--- config.mk ---
export PLATFORM = sky130hd
export DESIGN_NAME = fcr_config_bank
export DESIGN_NICKNAME = d
export VERILOG_FILES = /design/src/fcr_pkg.sv /design/src/fcr_config_bank.sv /design/src/fcr_drive_pins.sv
export SDC_FILE = /design/constraint.sdc
export NUM_CORES = 1
export LEC_CHECK = 0
export ABC_CLOCK_PERIOD_IN_PS = 1400
export BUFFER_PORTS_ARGS = -buffer_cell sky130_fd_sc_hd__buf_2
export CORE_MARGIN = 10
export CORE_UTILIZATION = 50
export CTS_CLUSTER_DIAMETER = 50
export DETAILED_ROUTE_END_ITERATION = 6
export PLACE_DENSITY = 0.87
export RECOVER_POWER = 50
export REMOVE_ABC_BUFFERS = 1
export SLEW_MARGIN = 20
export SYNTH_ARGS = -nofsm -noshare
export SYNTH_HDL_FRONTEND = slang
export SYNTH_SLANG_ARGS = --single-unit
--- constraint.sdc ---
create_clock -name clk -period 1.4 [get_ports clk]
set_input_delay 0.07 -clock clk [delete_from_list [all_inputs] [get_ports clk]]
set_output_delay 0.07 -clock clk [all_outputs]
set_load 0.05 [all_outputs]
--- src/fcr_pkg.sv ---
// Purpose: constants and types for the floppy configuration register bank
// Assumes: 8-bit configuration index and data, one clock
// Notes: reset flavours arrive as single-cycle or level requests on clk
package fcr_pkg;

   // ==========================================
   // Register indices
   localparam logic [7:0] IDX_BASE_HIGH = 8'h60;
   localparam logic [7:0] IDX_BASE_LOW = 8'h61;
   localparam logic [7:0] IDX_BASE_SECOND_HIGH = 8'h62;
   localparam logic [7:0] IDX_BASE_SECOND_LOW = 8'h63;
   localparam logic [7:0] IDX_MODE = 8'hF0;
   localparam logic [7:0] IDX_OPTION = 8'hF1;

   // ==========================================
   // Reset values
   localparam logic [7:0] RST_BASE_HIGH = 8'h03;
   localparam logic [7:0] RST_BASE_LOW = 8'hF0;
   localparam logic [7:0] RST_MODE = 8'h0E;
   localparam logic [7:0] RST_OPTION = 8'h00;

   // ==========================================
   // Field positions and masks
   localparam int MODE_ENHANCED_BIT = 0;
   localparam int MODE_NON_BURST_BIT = 1;
   localparam int MODE_IFACE_LSB = 2;
   localparam int MODE_PUSH_PULL_BIT = 6;
   localparam int MODE_TRISTATE_BIT = 7;
   localparam int OPT_FORCE_WP_BIT = 0;
   localparam int OPT_DENSITY_LSB = 2;
   localparam logic [7:0] MODE_WRITE_MASK = 8'hDF;
   localparam logic [7:0] OPT_WRITE_MASK = 8'h0D;

   // Base address window for this logical device, 8-byte aligned
   localparam logic [15:0] BASE_MIN = 16'h0100;
   localparam logic [15:0] BASE_MAX = 16'h0FF8;
   localparam logic [15:0] BASE_ALIGN_MASK = 16'h0007;

   // ==========================================
   // Types
   typedef enum logic [1:0] {
      IFACE_LEGACY_B = 2'h0,
      IFACE_LEGACY_A = 2'h1,
      IFACE_RESERVED = 2'h2,
      IFACE_STANDARD = 2'h3
   } fcr_iface_t;

   typedef enum logic [1:0] {
      DENS_NORMAL = 2'h0,
      DENS_NORMAL_USER = 2'h1,
      DENS_FORCE_ONE = 2'h2,
      DENS_FORCE_ZERO = 2'h3
   } fcr_density_t;

   typedef struct packed {
      logic [7:0] addr;
      logic [7:0] wdata;
      logic write;
      logic read;
   } fcr_req_t;

   typedef struct packed {
      logic enhancedMode;
      logic nonBurstDma;
      fcr_iface_t ifaceModel;
      logic pushPull;
      logic outputsTristate;
      logic forceWriteProtect;
      fcr_density_t densitySelect;
      logic [15:0] baseAddress;
      logic baseValid;
   } fcr_cfg_t;

endpackage

--- src/fcr_config_bank.sv ---
// Purpose: floppy logical-device configuration register bank
// Assumes: plain register port, read data one cycle after the read strobe
// Notes: pins from outside pass two flip-flops before use

// Behaviour
// [RL1] Base address built from high byte at 0x60 and low byte at 0x61.
// [RL2] Unused base address registers ignore writes and read as zero.
// [RL3] Out-of-range base address makes decoded I/O accesses invalid and ignored.
// [RL4] Base address resets to 0x03/0xF0 on every reset including soft.
// [RL5] Vendor registers 0xE0-0xFE reset only on power-on or bus reset; here the reset input clears them as well.
// [RL6] Mode bit 0 selects normal or enhanced floppy mode.
// [RL7] Mode bit 1 selects burst DMA at 0, non-burst at 1.
// [RL8] Mode bits 3:2 select interface model; 11 default, 10 reserved.
// [RL9] Software always writes zero to mode bit 5.
// [RL10] Mode bit 6 selects open-drain or push-pull drive outputs.
// [RL11] Mode bit 7 tristates all drive outputs when set.
// [RL12] Option bit 0 forces write protect whenever a drive is selected.
// [RL13] Core write protect ORs soft bit, input, and qualified drive selects.
// [RL14] Option bits 3:2 choose normal, forced one or forced zero density.
// [RL15] Reserved option bits read zero and ignore writes.
module fcr_config_bank import fcr_pkg::*; (
   input wire logic clk,
   input wire logic reset,
   input wire logic mainPowerOnReset,
   input wire logic standbyPowerOnReset,
   input wire logic busReset,
   input wire logic softReset,
   input wire logic [7:0] regAddr,
   input wire logic [7:0] regWriteData,
   input wire logic regWrite,
   input wire logic regRead,
   output logic [7:0] regReadData,
   input wire logic [15:0] ioAddr,
   input wire logic ioStrobe,
   output logic ioAccessValid,
   input wire logic softWriteProtect,
   input wire logic writeProtectInput_n,
   input wire logic driveSelectZero_n,
   input wire logic driveSelectOne_n,
   input wire logic densityCore,
   output logic coreWriteProtect,
   output logic densityOut,
   output logic driveOutputEnable,
   output logic drivePushPull,
   output logic enhancedMode,
   output logic nonBurstDma,
   output logic [1:0] ifaceModel,
   output logic [15:0] baseAddress,
   output logic baseValid
);

   // ==========================================
   // Storage
   fcr_req_t req;
   fcr_cfg_t cfg;
   logic [7:0] baseHigh;
   logic [7:0] baseLow;
   logic [7:0] modeReg;
   logic [7:0] optionReg;
   logic fullReset;
   logic anyReset;
   logic [7:0] next_readData;
   logic [1:0] wpSync;
   logic [1:0] ds0Sync;
   logic [1:0] ds1Sync;
   logic [1:0] densSync;

   // Range and alignment test, shared by the valid flag and the access gate
   function automatic logic fcr_base_in_range(input logic [15:0] base);
      fcr_base_in_range = (base >= BASE_MIN) && (base <= BASE_MAX) && ((base & BASE_ALIGN_MASK) == 16'h0000);
   endfunction

   assign req = '{addr: regAddr, wdata: regWriteData, write: regWrite, read: regRead};

   // Vendor space keeps its contents through a soft reset
   assign fullReset = reset | mainPowerOnReset | standbyPowerOnReset | busReset; // [RL5]
   assign anyReset = fullReset | softReset; // [RL4]

   // ==========================================
   // Base address bytes
   always_ff @(posedge clk) begin
      if (anyReset) begin
         baseHigh <= RST_BASE_HIGH; // [RL4]
         baseLow <= RST_BASE_LOW; // [RL4]
      end else if (req.write) begin
         if (req.addr == IDX_BASE_HIGH) begin
            baseHigh <= req.wdata; // [RL1]
         end
         if (req.addr == IDX_BASE_LOW) begin
            baseLow <= req.wdata; // [RL1]
         end
      end
   end

   // ==========================================
   // Mode and option registers
   always_ff @(posedge clk) begin
      if (fullReset) begin
         modeReg <= RST_MODE; // [RL5]
         optionReg <= RST_OPTION; // [RL5]
      end else if (req.write) begin
         // Bit 5 is held at zero even if software slips
         if (req.addr == IDX_MODE) begin
            modeReg <= req.wdata & MODE_WRITE_MASK; // [RL9]
         end
         if (req.addr == IDX_OPTION) begin
            optionReg <= req.wdata & OPT_WRITE_MASK; // [RL15]
         end
      end
   end

   // ==========================================
   // Read port
   always_comb begin
      case (req.addr)
         IDX_BASE_HIGH: next_readData = baseHigh;
         IDX_BASE_LOW: next_readData = baseLow;
         IDX_BASE_SECOND_HIGH: next_readData = 8'h00; // [RL2]
         IDX_BASE_SECOND_LOW: next_readData = 8'h00; // [RL2]
         IDX_MODE: next_readData = modeReg;
         IDX_OPTION: next_readData = optionReg; // [RL15]
         default: next_readData = 8'h00;
      endcase
   end

   always_ff @(posedge clk) begin
      if (reset) begin
         regReadData <= 8'h00;
      end else if (req.read) begin
         regReadData <= next_readData;
      end else begin
         regReadData <= 8'h00;
      end
   end

   // ==========================================
   // Decoded configuration
   always_comb begin
      cfg.enhancedMode = modeReg[MODE_ENHANCED_BIT]; // [RL6]
      cfg.nonBurstDma = modeReg[MODE_NON_BURST_BIT]; // [RL7]
      cfg.ifaceModel = fcr_iface_t'(modeReg[MODE_IFACE_LSB +: 2]); // [RL8]
      cfg.pushPull = modeReg[MODE_PUSH_PULL_BIT]; // [RL10]
      cfg.outputsTristate = modeReg[MODE_TRISTATE_BIT]; // [RL11]
      cfg.forceWriteProtect = optionReg[OPT_FORCE_WP_BIT]; // [RL12]
      cfg.densitySelect = fcr_density_t'(optionReg[OPT_DENSITY_LSB +: 2]); // [RL14]
      cfg.baseAddress = {baseHigh, baseLow}; // [RL1]
      cfg.baseValid = fcr_base_in_range({baseHigh, baseLow}); // [RL3]
   end

   always_ff @(posedge clk) begin
      if (reset) begin
         enhancedMode <= RST_MODE[MODE_ENHANCED_BIT];
         nonBurstDma <= RST_MODE[MODE_NON_BURST_BIT];
         ifaceModel <= RST_MODE[MODE_IFACE_LSB +: 2];
         baseAddress <= {RST_BASE_HIGH, RST_BASE_LOW};
         // Held low for as long as reset is high; the reset base is judged once reset drops
         baseValid <= 1'h0;
      end else begin
         enhancedMode <= cfg.enhancedMode;
         nonBurstDma <= cfg.nonBurstDma;
         // Reserved model passes as written; the core treats it as standard
         ifaceModel <= cfg.ifaceModel;
         baseAddress <= cfg.baseAddress;
         baseValid <= cfg.baseValid;
      end
   end

   // ==========================================
   // I/O access gate: eight ports from the base up, only when base is legal
   always_ff @(posedge clk) begin
      if (reset) begin
         ioAccessValid <= 1'b0;
      end else begin
         ioAccessValid <= ioStrobe && cfg.baseValid
            && ((ioAddr & ~BASE_ALIGN_MASK) == cfg.baseAddress); // [RL3]
      end
   end

   // ==========================================
   // Pin synchronisers
   always_ff @(posedge clk) begin
      if (reset) begin
         wpSync <= 2'h3;
         ds0Sync <= 2'h3;
         ds1Sync <= 2'h3;
         densSync <= 2'h0;
      end else begin
         wpSync <= {wpSync[0], writeProtectInput_n};
         ds0Sync <= {ds0Sync[0], driveSelectZero_n};
         ds1Sync <= {ds1Sync[0], driveSelectOne_n};
         densSync <= {densSync[0], densityCore};
      end
   end

   fcr_drive_pins drivePins (
      .clk(clk),
      .reset(reset),
      .cfg(cfg),
      .softWriteProtect(softWriteProtect),
      .writeProtectInput_n(wpSync[1]),
      .driveSelectZero_n(ds0Sync[1]),
      .driveSelectOne_n(ds1Sync[1]),
      .densityCore(densSync[1]),
      .coreWriteProtect(coreWriteProtect),
      .densityOut(densityOut),
      .driveOutputEnable(driveOutputEnable),
      .drivePushPull(drivePushPull)
   );

endmodule

--- src/fcr_drive_pins.sv ---
// Purpose: drive-side pin qualification from configuration
// Assumes: inputs already synchronised to clk; drive selects active low
// Notes: outputs registered
module fcr_drive_pins import fcr_pkg::*; (
   input wire logic clk,
   input wire logic reset,
   input fcr_cfg_t cfg,
   input wire logic softWriteProtect,
   input wire logic writeProtectInput_n,
   input wire logic driveSelectZero_n,
   input wire logic driveSelectOne_n,
   input wire logic densityCore,
   output logic coreWriteProtect,
   output logic densityOut,
   output logic driveOutputEnable,
   output logic drivePushPull
);

   // ==========================================
   // Write protect towards the core
   always_ff @(posedge clk) begin
      if (reset) begin
         coreWriteProtect <= 1'h0;
      end else begin
         coreWriteProtect <= softWriteProtect | ~writeProtectInput_n
            | (~driveSelectZero_n & cfg.forceWriteProtect)
            | (~driveSelectOne_n & cfg.forceWriteProtect); // [RL12] [RL13]
      end
   end

   // ==========================================
   // Density output override
   always_ff @(posedge clk) begin
      if (reset) begin
         densityOut <= 1'h0;
      end else begin
         case (cfg.densitySelect) // [RL14]
            DENS_FORCE_ONE: densityOut <= 1'h1;
            DENS_FORCE_ZERO: densityOut <= 1'h0;
            default: densityOut <= densityCore;
         endcase
      end
   end

   // ==========================================
   // Output driver style
   always_ff @(posedge clk) begin
      if (reset) begin
         driveOutputEnable <= 1'h0;
         drivePushPull <= 1'h0;
      end else begin
         driveOutputEnable <= ~cfg.outputsTristate; // [RL11]
         drivePushPull <= cfg.pushPull; // [RL10]
      end
   end

endmodule

==> results summary, run 1 <==
The cell count after synthesis came out at between 200 and 300. After synthesis the netlist holds a flip-flop and latch count of between 60 and 70. The overall routed net length is ~6500 µm. The highest clock frequency the design can meet is 798.0 MHz. For this design the top-level I/O count stands at 80.

The met1 routed wirelength after detailed routing is around 2800 µm. The first global-routing pass estimated 11060 µm of wire. The largest net degree at the start of global routing came out at 24.

Detailed placement finished with a half-perimeter wire length of ~5000 µm. The hold violation count in the final report is 0. The synthesized area came out at approximately 2600 µm². The final global-route overflow total came out at 0. The clock transition at the registers of the reported paths is approximately 0.070 ns. The number of warnings reported in the yosys synthesis log came out at 0. The startpoint type of the worst setup path is a flip-flop. The count of final max-slew check failures came to 0. The required time of the critical path is ~1.7 ns.

The sum of met3 wire segment lengths after detailed routing is between 600 and 700 µm. The count of buffers added on input and output ports is 76. The worst setup path is captured at a flip-flop. The last weighted congestion value of the routability-driven placer came out at roughly 0.88. The delay of the slowest critical-path stage came out at roughly 0.35 ns. The height of the die came out at around 92 µm. The number of hold buffers added after cts came out at 9.

The setup TNS is 0 ns. The signal on the critical path passes through nor3_1, o41ai_1, nor3_1, and3_1. The number of antenna repair diodes is 0. The number of max-cap violations is 0. The number of instances resized during post-cts repair came out at 0. TritonCTS built the clock tree. Counting both buffers and inverters, the worst setup path holds a total of 0. The clock buffer count from CTS came out at 9. The measured slew at the worst slew-check pin is roughly 0.6 ns. After clock tree synthesis, the setup repair step added 0 buffers. The cell family contributing the most delay on the critical path is simple AND/OR/NAND/NOR gates. The total number of nets in the final design is around 400. Dividing the detail-routed wire length by the instance count gives approximately 15 µm. For the final database, setup skew stands at ~0.0028 ns. Data on the critical path arrives at its endpoint at 1.54 ns.

The tree is rooted in a sky130_fd_sc_hd__clkbuf_8. Counting I/O delays and the setup requirement, the final critical path takes ~1.3 ns. The worst hold path belongs to the class in2reg. For this run, the register share of the synthesized area comes to 0.5307.

The core outline area is 5042 µm². The number of enable-type register cells in the synthesized netlist is 0. The final setup violation count came out at 0. In this run the worst path has a maximum fanout of 4.

The top flip-flop cell by instance count after synthesis is sky130_fd_sc_hd__dfxtp_1. The number of antenna violations at the first check in global routing came out at 0. The leakage power is 1.343 nW.

The via count of the routed design came out at approximately 2.3k. The initial DRC count came out at between 150 and 200. The growth of design area from synthesis to finish is 28.93%. The global router's overall resource usage is 0.1598.

For this configuration, the core starts out at a cell density of 0.5087. The detailed router used layers up to and including met4. The period utilization came out at 0.8950.

At the placement stage, the worst setup path has a slack of -0.03802 ns. The worst path setup slack after routing is 0.1469 ns. The cell row count is 26. The routed wire length on met2 is just over 3000 µm.

Before antenna repair, the detailed router went through 5 iterations. The flow ran to the end, and the final reports show no timing, DRC or antenna violations. The non-filler instance count after layout came out at ~440. The critical path is of the reg2reg type. The instance count after placement with tap cells included is 411.

The relative slew slack came out at 0.5940. In this design, the critical path's most frequently occurring cell is sky130_fd_sc_hd__nor3_1. After synthesis, the share of flip-flops with an asynchronous set or reset is 0. The number of H-tree branching levels came out at 3. The highest ir drop seen on vdd is 0.8079 mV.

Once layout is complete, the utilization of the core stands at 0.6558. Setup repair after global routing left no endpoint under its margin. The worst-case clock buffer depth is 2.

The routed via count divided by cell count came out at between 5 and 6. The ratio of total power to cell area came out at approximately 1100 nW/µm². The count of distinct cell types in the synthesized netlist came out at 39. The number of global-route vias before repair came to approximately 2.3k. The horizontal die dimension is 91.63 µm. The slowest stage of the critical path belongs to the cell sky130_fd_sc_hd__dfxtp_1.

Once detail routing completed, the nets flagged for antenna violations numbered 0. After synthesis, the mean cell area works out to 9.903 µm². The TritonCTS sink count came out at 68. In the final layout, the share of cells above drive strength 1 is 0.2986. The DRC violation count after routing is 0.

The area of the die is ~8400 µm². Clock latency on the worst-skew pair, taken at its later pin, is between 0.3 and 0.4 ns.
-- worst reg2reg max path: stages (launching register included) --
cell and delay [ns]:
sky130_fd_sc_hd__dfxtp_1 0.35, sky130_fd_sc_hd__nor3_1 0.32, sky130_fd_sc_hd__o41ai_1 0.15, sky130_fd_sc_hd__nor3_1 0.22
sky130_fd_sc_hd__and3_1 0.17
-- routing by layer --
layer	track usage	up-vias
met5	0	-
met4	0.08355	0
met3	0.05053	12
met2	0.2488	112
met1	0.1931	1028
li1	-	1103
-- synthesized netlist by cell type (all sizes together), types with 4 or more instances --
master | count | share of area
dfxtp | 68 | 0.53
nand2 | 26 | 0.038
nand3 | 24 | 0.047
nor2b | 16 | 0.039
or2 | 15 | 0.037
nor2 | 12 | 0.020
o21ai | 10 | 0.020
xnor2 | 10 | 0.034
a21oi | 9 | 0.018
nor3 | 8 | 0.016
clkbuf | 7 | 0.010
buf | 6 | 0.024
mux2i | 5 | 0.020
a22oi | 4 | 0.012
o2bb2ai | 4 | 0.014
-- sequential cells by signal (all words and copies together) (netlist names), 2 cells and up --
register / count
modeReg: 7
baseHigh: 8
regReadData: 8
baseAddress: 16
optionReg: 3
densSync: 2
ds0Sync: 2
baseLow: 8
wpSync: 2
ifaceModel: 2
ds1Sync: 2
-- through the flow --
step / power (mW) / hold slack, ns / instance area (µm²)
3_3_place_gp: 2.210 / 0.2513 / 3088
4_1_cts: 3.599 / 0.002762 / 3347
2_1_floorplan: 2.083 / 0.1367 / 2477
3_5_place_dp: 2.217 / 0.2575 / 3088
5_1_grt: 3.713 / 0.02291 / 3307
6_report: 3.578 / 0.01479 / 3307
-- placed cells by master, fill, tap and decap left out, drive strengths merged, types with 4 or more instances in the layout --
master,instances
dfxtp,68
o21ai,10
a22oi,4
buf,73
a21oi,9
or2,15
nand2,26
nor2b,16
nor3,8
nand3,24
clkbuf,35
xnor2,10
mux2i,5
dlygate4sd3,9
o2bb2ai,4
nor2,12
-- logic make-up after synthesis --
family	Yosys count	synth area share
AOI/OAI and AO/OA	36	0.09220
xor gates and xnor gates	13	0.04439
buffers and inverters	16	0.03853
DFF	68	0.5307
muxes	5	0.01951
and+or+nand+nor	121	0.2746
-- power breakdown --
group | leakage, nW | total, mW | internal (mW) | switching (mW)
clock network | 0.0893 | 1.39 | 0.725 | 0.662
registers | 0.551 | 1.95 | 1.95 | 0.00327
logic | 0.703 | 0.237 | 0.114 | 0.124
total | 1.34 | 3.58 | 2.79 | 0.789
-- worst paths after layout --
path / from / to / slack [ns] / depth (start not counted)
worst min-delay path: regWriteData[4] / modeReg[4]$_SDFFE_PP0P_ / 0.01 / 3
worst max register to register: baseLow[0]$_SDFFE_PP0P_ / ioAccessValid$_SDFF_PP0_ / 0.15 / 4
worst min register to register: wpSync[0]$_SDFF_PP1_ / wpSync[1]$_SDFF_PP1_ / 0.41 / 1
worst max-delay path: baseLow[0]$_SDFFE_PP0P_ / ioAccessValid$_SDFF_PP0_ / 0.15 / 4
-- cell type report --
type	instances	area, µm²
flip-flops and latches	68	1361
clock inverters	2	10.01
well taps	70	87.58
inverters	3	11.26
multi-input cells	175	1105
fillers	423	1735
repair buffers	104	573.1
clock buffers	13	158.9
Note: power is estimated with default switching activity, not from simulation.
==> run 2, diff against run 1 <==
Settings changed: CORE_ASPECT_RATIO from default to 0.9.
==> results summary, run 2 (same netlist as run 1, synthesis figures left out) <==
Status: finished clean (unchanged). The post-placement setup slack came out at -0.01116 ns (was -0.03802 ns). The number of flip-flops under the largest register name came out at 16 (unchanged). The sort of element at the end of the critical path is a flip-flop (unchanged). The count of buffers from port buffering was 76 (unchanged). The worst hold path stage count came out at 3 (unchanged). The relative slew slack came to 0.5914 (was 0.5940). The initial DRC count came out at 353 (was 196). The met1 capacity usage during global routing came to 0.2028 (was 0.1931). The startpoint of the lowest-slack register-to-register path is baseHigh[5]$_SDFFE_PP0P_ (was baseLow[0]$_SDFFE_PP0P_). The register with the most flip-flops was baseAddress (unchanged). The internal power is 2.949 mW (was 2.789 mW). The largest fanout on the critical path was 10 (was 4). The highest clock frequency the design can meet is 785.7 MHz (was 798.0 MHz). The shortest period the worst path allows is 1.273 ns (was 1.253 ns).

The combinational fraction of design power came out at 0.066 (about the same). The number of instances resized during post-cts repair came out at 0 (unchanged). The startpoint of the worst setup timing path was regAddr[1] (was baseLow[0]$_SDFFE_PP0P_). The clock buffer count from CTS is 9 (unchanged). The count of filler cells inserted in the layout came to 367 (was 423). The final worst clock skew is 0.008460 ns (was 0.002771 ns). The end of the critical path was optionReg[2]$_SDFFE_PP0P_ (was ioAccessValid$_SDFF_PP0_). The startpoint type of the worst setup path was an input pin (was flip-flop).

The via count of the routed design came out at 2283 (was 2255). The path type of the worst setup path was in2reg (was reg2reg). The data arrival time of the worst path came out at 1.52 ns (was 1.54 ns). The fraction of met2 tracks used by global routing was 0.2712 (was 0.2488). The initial standard-cell utilization of the core came out at 0.5240 (was 0.5087). The power spent charging and discharging nets came to 0.8822 mW (was 0.7889 mW). The worst hold margin came out at 0.1259 ns (was 0.01479 ns). The clock transition at the registers of the reported paths came out at 0.07 ns (about the same). The period utilization came to 0.9091 (was 0.8950). The depth of the most critical reg-to-reg path is 3 (was 4). The number of optimization iterations in the first detailed-route pass came to 4 (was 5). The growth of design area from synthesis to finish is 32.34% (was 28.93%).

The root cell of the clock tree is sky130_fd_sc_hd__clkbuf_8 (unchanged). The hold violation count in the final report is 0 (unchanged). The count of final max-slew check failures is 0 (unchanged). The switching part of the total power is 0.2303 (was 0.2205).

The cell row count came out at 24 (was 26). Most frequent cells in the layout: sky130_fd_sc_hd__buf_2, sky130_fd_sc_hd__dfxtp_1, sky130_fd_sc_hd__nand2_1 (was sky130_fd_sc_hd__dfxtp_1, sky130_fd_sc_hd__buf_2, sky130_fd_sc_hd__nand2_1). The last weighted congestion value of the routability-driven placer is 0.8684 (was 0.8768).

The cell repeated most along the worst path was sky130_fd_sc_hd__clkbuf_1 (was sky130_fd_sc_hd__nor3_1). The global router's overall resource usage came out at 0.1737 (was 0.1598). The routed via count divided by cell count was 5.236 (was 5.184). The instance count after placement with tap cells included came out at 406 (was 411). The met3 capacity usage during global routing came to 0.05988 (was 0.05053). The area of all placed cells without fillers came out at 3395 µm² (was 3307 µm²). The detailed-placement wirelength estimate is 5021 µm (was 4981 µm). The leading cell type in the layout, fill and taps excluded is sky130_fd_sc_hd__buf_2 (was sky130_fd_sc_hd__dfxtp_1). The type of the tightest min-delay check is in2reg (unchanged). The worst-case clock buffer depth is 2 (unchanged). The area of the die is 8398 µm² (was 8395 µm²). The register share of total power came to 0.510 (was 0.546).

The height of the die is 87.95 µm (was 91.63 µm). The final global-route overflow total is 0 (unchanged). Setup repair after global routing missed its margin: false (unchanged). The measured slew at the worst slew-check pin is 0.6155 ns (was 0.6115 ns). The ratio of total power to cell area came out at 1129 nW/µm² (was 1082 nW/µm²). The worst path setup slack after routing came out at 0.1273 ns (was 0.1469 ns). The number of max-cap violations came to 0 (unchanged). The slack of the worst reg-to-reg path is 0.13 ns (was 0.15 ns).

The number of antenna repair diodes was 0 (unchanged). The overall routed net length is 6933 µm (was 6542 µm). The number of global-route vias before repair is 2289 (was 2308). The required time of the critical path is 1.65 ns (was 1.68 ns).

The share of the core filled with cells in the final layout came out at 0.6935 (was 0.6558). The fraction of layout cells with a size suffix above 1 came out at 0.3288 (was 0.2986). The detailed-route wire length per cell was 15.90 µm (was 15.04 µm). The DRC violation count after routing is 0 (unchanged). The total power draw is 3.831 mW (was 3.578 mW). The total number of nets in the final design came out at 412 (was 407). The horizontal die dimension is 95.50 µm (was 91.63 µm). The cell with the biggest individual delay on the critical path is sky130_fd_sc_hd__clkbuf_1 (was sky130_fd_sc_hd__dfxtp_1). The number of H-tree branching levels is 3 (unchanged). The number of antenna violations at the first check in global routing came out at 0 (unchanged). The proportion of power drawn by the clock network came out at 0.424 (was 0.388). The non-filler instance count after layout is 436 (was 435).

The setup TNS came out at 0 ns (unchanged). The delay of the slowest critical-path stage is 0.47 ns (was 0.35 ns). The clock insertion delay at the later pin of the skew report is 0.35 ns (was 0.34 ns).

The highest ir drop seen on vdd is 0.5936 mV (was 0.8079 mV). The count of pins on the block boundary came out at 80 (unchanged). The capturing point of the worst reg2reg path is ioAccessValid$_SDFF_PP0_ (unchanged). The area of placed instances is 3082 µm² (was 3088 µm²). The number of nets with antenna violations after detailed routing is 0 (unchanged). The busiest metal layer after global routing is met2 (unchanged). The first-pass GRT wire length came to 11290 µm (was 11060 µm). The TritonCTS clock tree is yes (unchanged). Cells along the critical path: clkbuf_1, nor4b_1, clkbuf_1, nand3_1, mux2i_1, nor2_1 (was nor3_1, o41ai_1, nor3_1, and3_1). The leakage power came out at 1.414 nW (was 1.343 nW). The TritonCTS sink count is 68 (unchanged). The final setup violation count is 0 (unchanged). The largest net degree at the start of global routing is 20 (was 24). The core outline area is 4895 µm² (was 5042 µm²).
[run 2: cell count changes in the layout (fill, tap and decap cells not counted)]
cell / previous run / this run
sky130_fd_sc_hd__clkbuf_8: 11 / 10
sky130_fd_sc_hd__clkinv_2: 2 / 1
sky130_fd_sc_hd__buf_4: 14 / 15
sky130_fd_sc_hd__buf_2: 59 / 69
sky130_fd_sc_hd__clkbuf_2: 0 / 1
sky130_fd_sc_hd__clkinv_4: 0 / 1
sky130_fd_sc_hd__clkbuf_1: 24 / 11
sky130_fd_sc_hd__bufinv_16: 0 / 1
sky130_fd_sc_hd__nor4b_1: 0 / 1
sky130_fd_sc_hd__clkinvlp_4: 0 / 1
sky130_fd_sc_hd__dlygate4sd3_1: 9 / 14
sky130_fd_sc_hd__nor4b_2: 1 / 0
sky130_fd_sc_hd__inv_6: 0 / 1
[run 2: layout make-up]
class | count | area (µm²) | share of cell area
Tap cell | 65 | 81.33 | 0.02396
Timing Repair Buffer | 109 | 640.6 | 0.1887
Inverter | 3 | 11.26 | 0.003317
Multi-Input combinational cell | 175 | 1099 | 0.3236
Sequential cell | 68 | 1361 | 0.4010
Clock inverter | 5 | 60.06 | 0.01769
Clock buffer | 11 | 141.4 | 0.04165
[run 2: critical path, delay by kind of cell]
family,cells,cell delay [ns]
buffers and inverters,2,0.57
multiplexers,1,0.22
AND/OR/NAND/NOR,3,0.66
[run 2: repair_timing]
action                                 in CTS  in global routing
hold buffers                               14                  0
endpoints found under the hold margin      22                  0
buffers inserted                            0                  0
[run 2: how the worst min path moves through the flow]
stage / from / end
2_1_floorplan: reset / drivePins.driveOutputEnable$_SDFF_PP0_
6_report: reset / drivePins.driveOutputEnable$_SDFF_PP0_
3_5_place_dp: driveSelectOne_n / ds1Sync[0]$_SDFF_PP1_
3_3_place_gp: writeProtectInput_n / wpSync[0]$_SDFF_PP1_
4_1_cts: reset / drivePins.driveOutputEnable$_SDFF_PP0_
5_1_grt: reset / baseAddress[14]$_SDFF_PP0_
[run 2: power groups by stage]
stage	Combinational, mW	Clock, mW	Sequential, mW
after global placement	0.213	0	2.00
final	0.251	1.63	1.95
after detailed placement	0.220	0	2.00
after CTS	0.252	1.66	1.95
after floorplan	0.0647	0	2.02
after global routing	0.273	1.73	1.95
[run 2: per-layer routing]
layer | share of wire | wire length [µm]
met2 | 0.47 | 3247
met3 | 0.11 | 777
met1 | 0.39 | 2721
met5 | 0 | 0
met4 | 0.027 | 187
==> run 3, diff against run 2 <==
Settings changed: ABC_CLOCK_PERIOD_IN_PS 1400 to 1300, CORE_UTILIZATION 50 to 35, PLACE_DENSITY 0.87 to 0.67.
Clock period 1.4 ns to 1.3 ns, I/O delays scaled along.
==> results summary, run 3 (same netlist as run 1, synthesis figures left out) <==
Status: finished clean (unchanged). The final setup violation count came out at 0 (unchanged). The clock transition at the registers of the reported paths is 0.07 ns (about the same). The area of the die came out at 11160 µm² (was 8398 µm²). The height of the die is 101.2 µm (was 87.95 µm). The largest net degree at the start of global routing is 26 (was 20). The number of nets with antenna violations after detailed routing is 0 (unchanged).

The first-pass GRT wire length was 11040 µm (was 11290 µm). The depth of the most critical reg-to-reg path is 3 (unchanged). The count of final max-slew check failures is 0 (unchanged). The leading cell type in the layout, fill and taps excluded was sky130_fd_sc_hd__dfxtp_1 (was sky130_fd_sc_hd__buf_2). The delay of the slowest critical-path stage came out at 0.52 ns (was 0.47 ns). The worst path setup slack after routing came to 0.04973 ns (was 0.1273 ns).

The core outline area is 7076 µm² (was 4895 µm²). The detailed-route wire length per cell came out at 14.39 µm (was 15.90 µm). The post-placement setup slack was -0.1041 ns (was -0.01116 ns). The initial standard-cell utilization of the core was 0.3625 (was 0.5240). The last weighted congestion value of the routability-driven placer came out at 0.8574 (was 0.8684). The path type of the worst setup path is reg2reg (was in2reg). The final global-route overflow total came to 0 (unchanged). The type of the tightest min-delay check is in2reg (unchanged). The worst-case hold path end point is baseLow[1]$_SDFFE_PP0P_ (was drivePins.driveOutputEnable$_SDFF_PP0_). The global router's overall resource usage came out at 0.1253 (was 0.1737). The period utilization came out at 0.9617. For the finished layout, the period the worst path requires is 1.250 ns. The number of flip-flops under the largest register name is 16 (unchanged). The relative slew slack is 0.6466 (was 0.5914). The sort of element at the end of the critical path is a flip-flop (unchanged). The leakage power came to 1.462 nW (was 1.414 nW). The number of hold buffers added after cts is 11 (was 14). The detailed-placement wirelength estimate came out at 5264 µm (was 5021 µm). The growth of design area from synthesis to finish is 36.34% (was 32.34%).

The via count of the routed design is 2209 (was 2283). The initial DRC count is 121 (was 353). Setup repair after global routing missed its margin: false (unchanged). The measured slew at the worst slew-check pin is 0.5296 ns (was 0.6155 ns).

The clock insertion delay at the later pin of the skew report is 0.33 ns (was 0.35 ns). The setup TNS is 0 ns (unchanged). The number of antenna violations at the first check in global routing came to 0 (unchanged). The number of optimization iterations in the first detailed-route pass came out at 4 (unchanged). The startpoint type of the worst setup path is a flip-flop (was input pin).

The worst hold margin came out at 0.02567 ns (was 0.1259 ns). The capturing point of the worst reg2reg path is ioAccessValid$_SDFF_PP0_ (unchanged). The overall routed net length came out at 6749 µm (was 6933 µm).

The TritonCTS sink count is 68 (unchanged). The worst-case clock buffer depth came out at 2 (unchanged). The total number of nets in the final design came out at 418 (was 412). The cell with the biggest individual delay on the critical path is sky130_fd_sc_hd__or4_1 (was sky130_fd_sc_hd__clkbuf_1). The root cell of the clock tree is sky130_fd_sc_hd__clkbuf_8 (unchanged). The number of post-CTS setup repair buffers is 0 (unchanged). The data arrival time of the worst path was 1.52 ns (about the same).

The startpoint of the lowest-slack register-to-register path is baseHigh[7]$_SDFFE_PP0P_ (was baseHigh[5]$_SDFFE_PP0P_). The register with the most flip-flops was baseAddress (unchanged). The share of the core filled with cells in the final layout was 0.4943 (was 0.6935). The number of antenna repair diodes was 0 (unchanged). The count of pins on the block boundary came to 80 (unchanged). The final worst clock skew was 0.007521 ns (was 0.008460 ns).

The DRC violation count after routing is 0 (unchanged). The critical hold path startpoint is regWriteData[1] (was reset). The clock buffer count from CTS is 9 (unchanged).

The TritonCTS clock tree was yes (unchanged). The ratio of total power to cell area came out at 1151 nW/µm² (was 1129 nW/µm²). The highest ir drop seen on vdd was 0.6341 mV (was 0.5936 mV). The number of max-cap violations was 0 (unchanged).

The routed via count divided by cell count came out at 4.710 (was 5.236). The slack of the worst reg-to-reg path was 0.05 ns (was 0.13 ns). The horizontal die dimension is 110.2 µm (was 95.50 µm).

The count of buffers from port buffering is 76 (unchanged). Cells along the critical path: or4_1, nor3_1, and3_1 (was clkbuf_1, nor4b_1, clkbuf_1, nand3_1, mux2i_1, nor2_1). The largest fanout on the critical path is 2 (was 10). Most frequent cells in the layout: sky130_fd_sc_hd__dfxtp_1, sky130_fd_sc_hd__buf_2, sky130_fd_sc_hd__nand2_1 (was sky130_fd_sc_hd__buf_2, sky130_fd_sc_hd__dfxtp_1, sky130_fd_sc_hd__nand2_1). The hold violation count in the final report is 0 (unchanged). The required time of the critical path is 1.57 ns (was 1.65 ns). The highest clock frequency the design can meet came out at around 800 MHz. The worst hold path stage count is 3 (unchanged). The number of H-tree branching levels was 3 (unchanged). The fraction of layout cells with a size suffix above 1 came to 0.3537 (was 0.3288). The cell row count was 29 (was 24). The number of global-route vias before repair came out at 2273 (was 2289). The number of instances resized during post-cts repair is 0 (unchanged).
==> run 3: cell types whose count changed in the layout (fill, tap and decap cells not counted), sizes merged <==
cell         before  now
buf              84   87
dlygate4sd3      14   11
clkbuf           22   30
inv               4    3
clkinvlp          1    0
clkinv            2    1
==> run 3: how the worst max path moves through the flow <==
| stage | from | to | slack, ns | cells past startpoint |
|---|---|---|---|---|
| floorplan | regAddr[1] | baseLow[7]$_SDFFE_PP1P_ | -0.009 | 4 |
| global placement | regAddr[1] | modeReg[2]$_SDFFE_PP1P_ | -0.08 | 6 |
| detailed placement | regAddr[1] | baseHigh[0]$_SDFFE_PP1P_ | -0.10 | 6 |
| CTS | baseHigh[7]$_SDFFE_PP0P_ | ioAccessValid$_SDFF_PP0_ | 0.03 | 3 |
| global route | baseHigh[7]$_SDFFE_PP0P_ | ioAccessValid$_SDFF_PP0_ | 0.0008 | 3 |
| finish | baseHigh[7]$_SDFFE_PP0P_ | ioAccessValid$_SDFF_PP0_ | 0.05 | 3 |
==> run 3: through the flow <==
stage | instances | instance area (µm²) | power (mW)
final | 469 | 3497 | 4.026
after global routing | 469 | 3497 | 4.195
after CTS | 469 | 3516 | 4.085
after detailed placement | 443 | 3222 | 2.400
after global placement | 443 | 3222 | 2.394
after floorplan | 246 | 2477 | 2.243
==> run 3: worst max-delay path: cells and delay by family, from the launching register on <==
kind             cells  cell delay [ns]
AND/OR/NAND/NOR      3             0.90
flip-flops           1             0.30
==> run 3: metal layers <==
| metal | share of wire | wire [µm] | GRT usage | up-vias |
|---|---|---|---|---|
| met5 | 0 | 0 | 0 | - |
| met4 | 0.0043 | 29 | 0.04146 | 0 |
| met3 | 0.093 | 628 | 0.05143 | 2 |
| met2 | 0.43 | 2878 | 0.1845 | 85 |
| met1 | 0.48 | 3213 | 0.1626 | 999 |
| li1 | - | - | - | 1123 |
==> run 3: power breakdown <==
group          internal [mW]  switching, mW
clock network          0.928          0.723
registers               2.10        0.00325
logic                  0.136          0.136
==> run 3: area by class of cell <==
type,instances,area [µm²]
clock inverters,2,35.03
flip-flops and latches,68,1361
well taps,93,116.4
multi-input cells,175,1105
inverters,3,11.26
repair buffers,115,719.4
fillers,708,3578
clock buffers,13,148.9
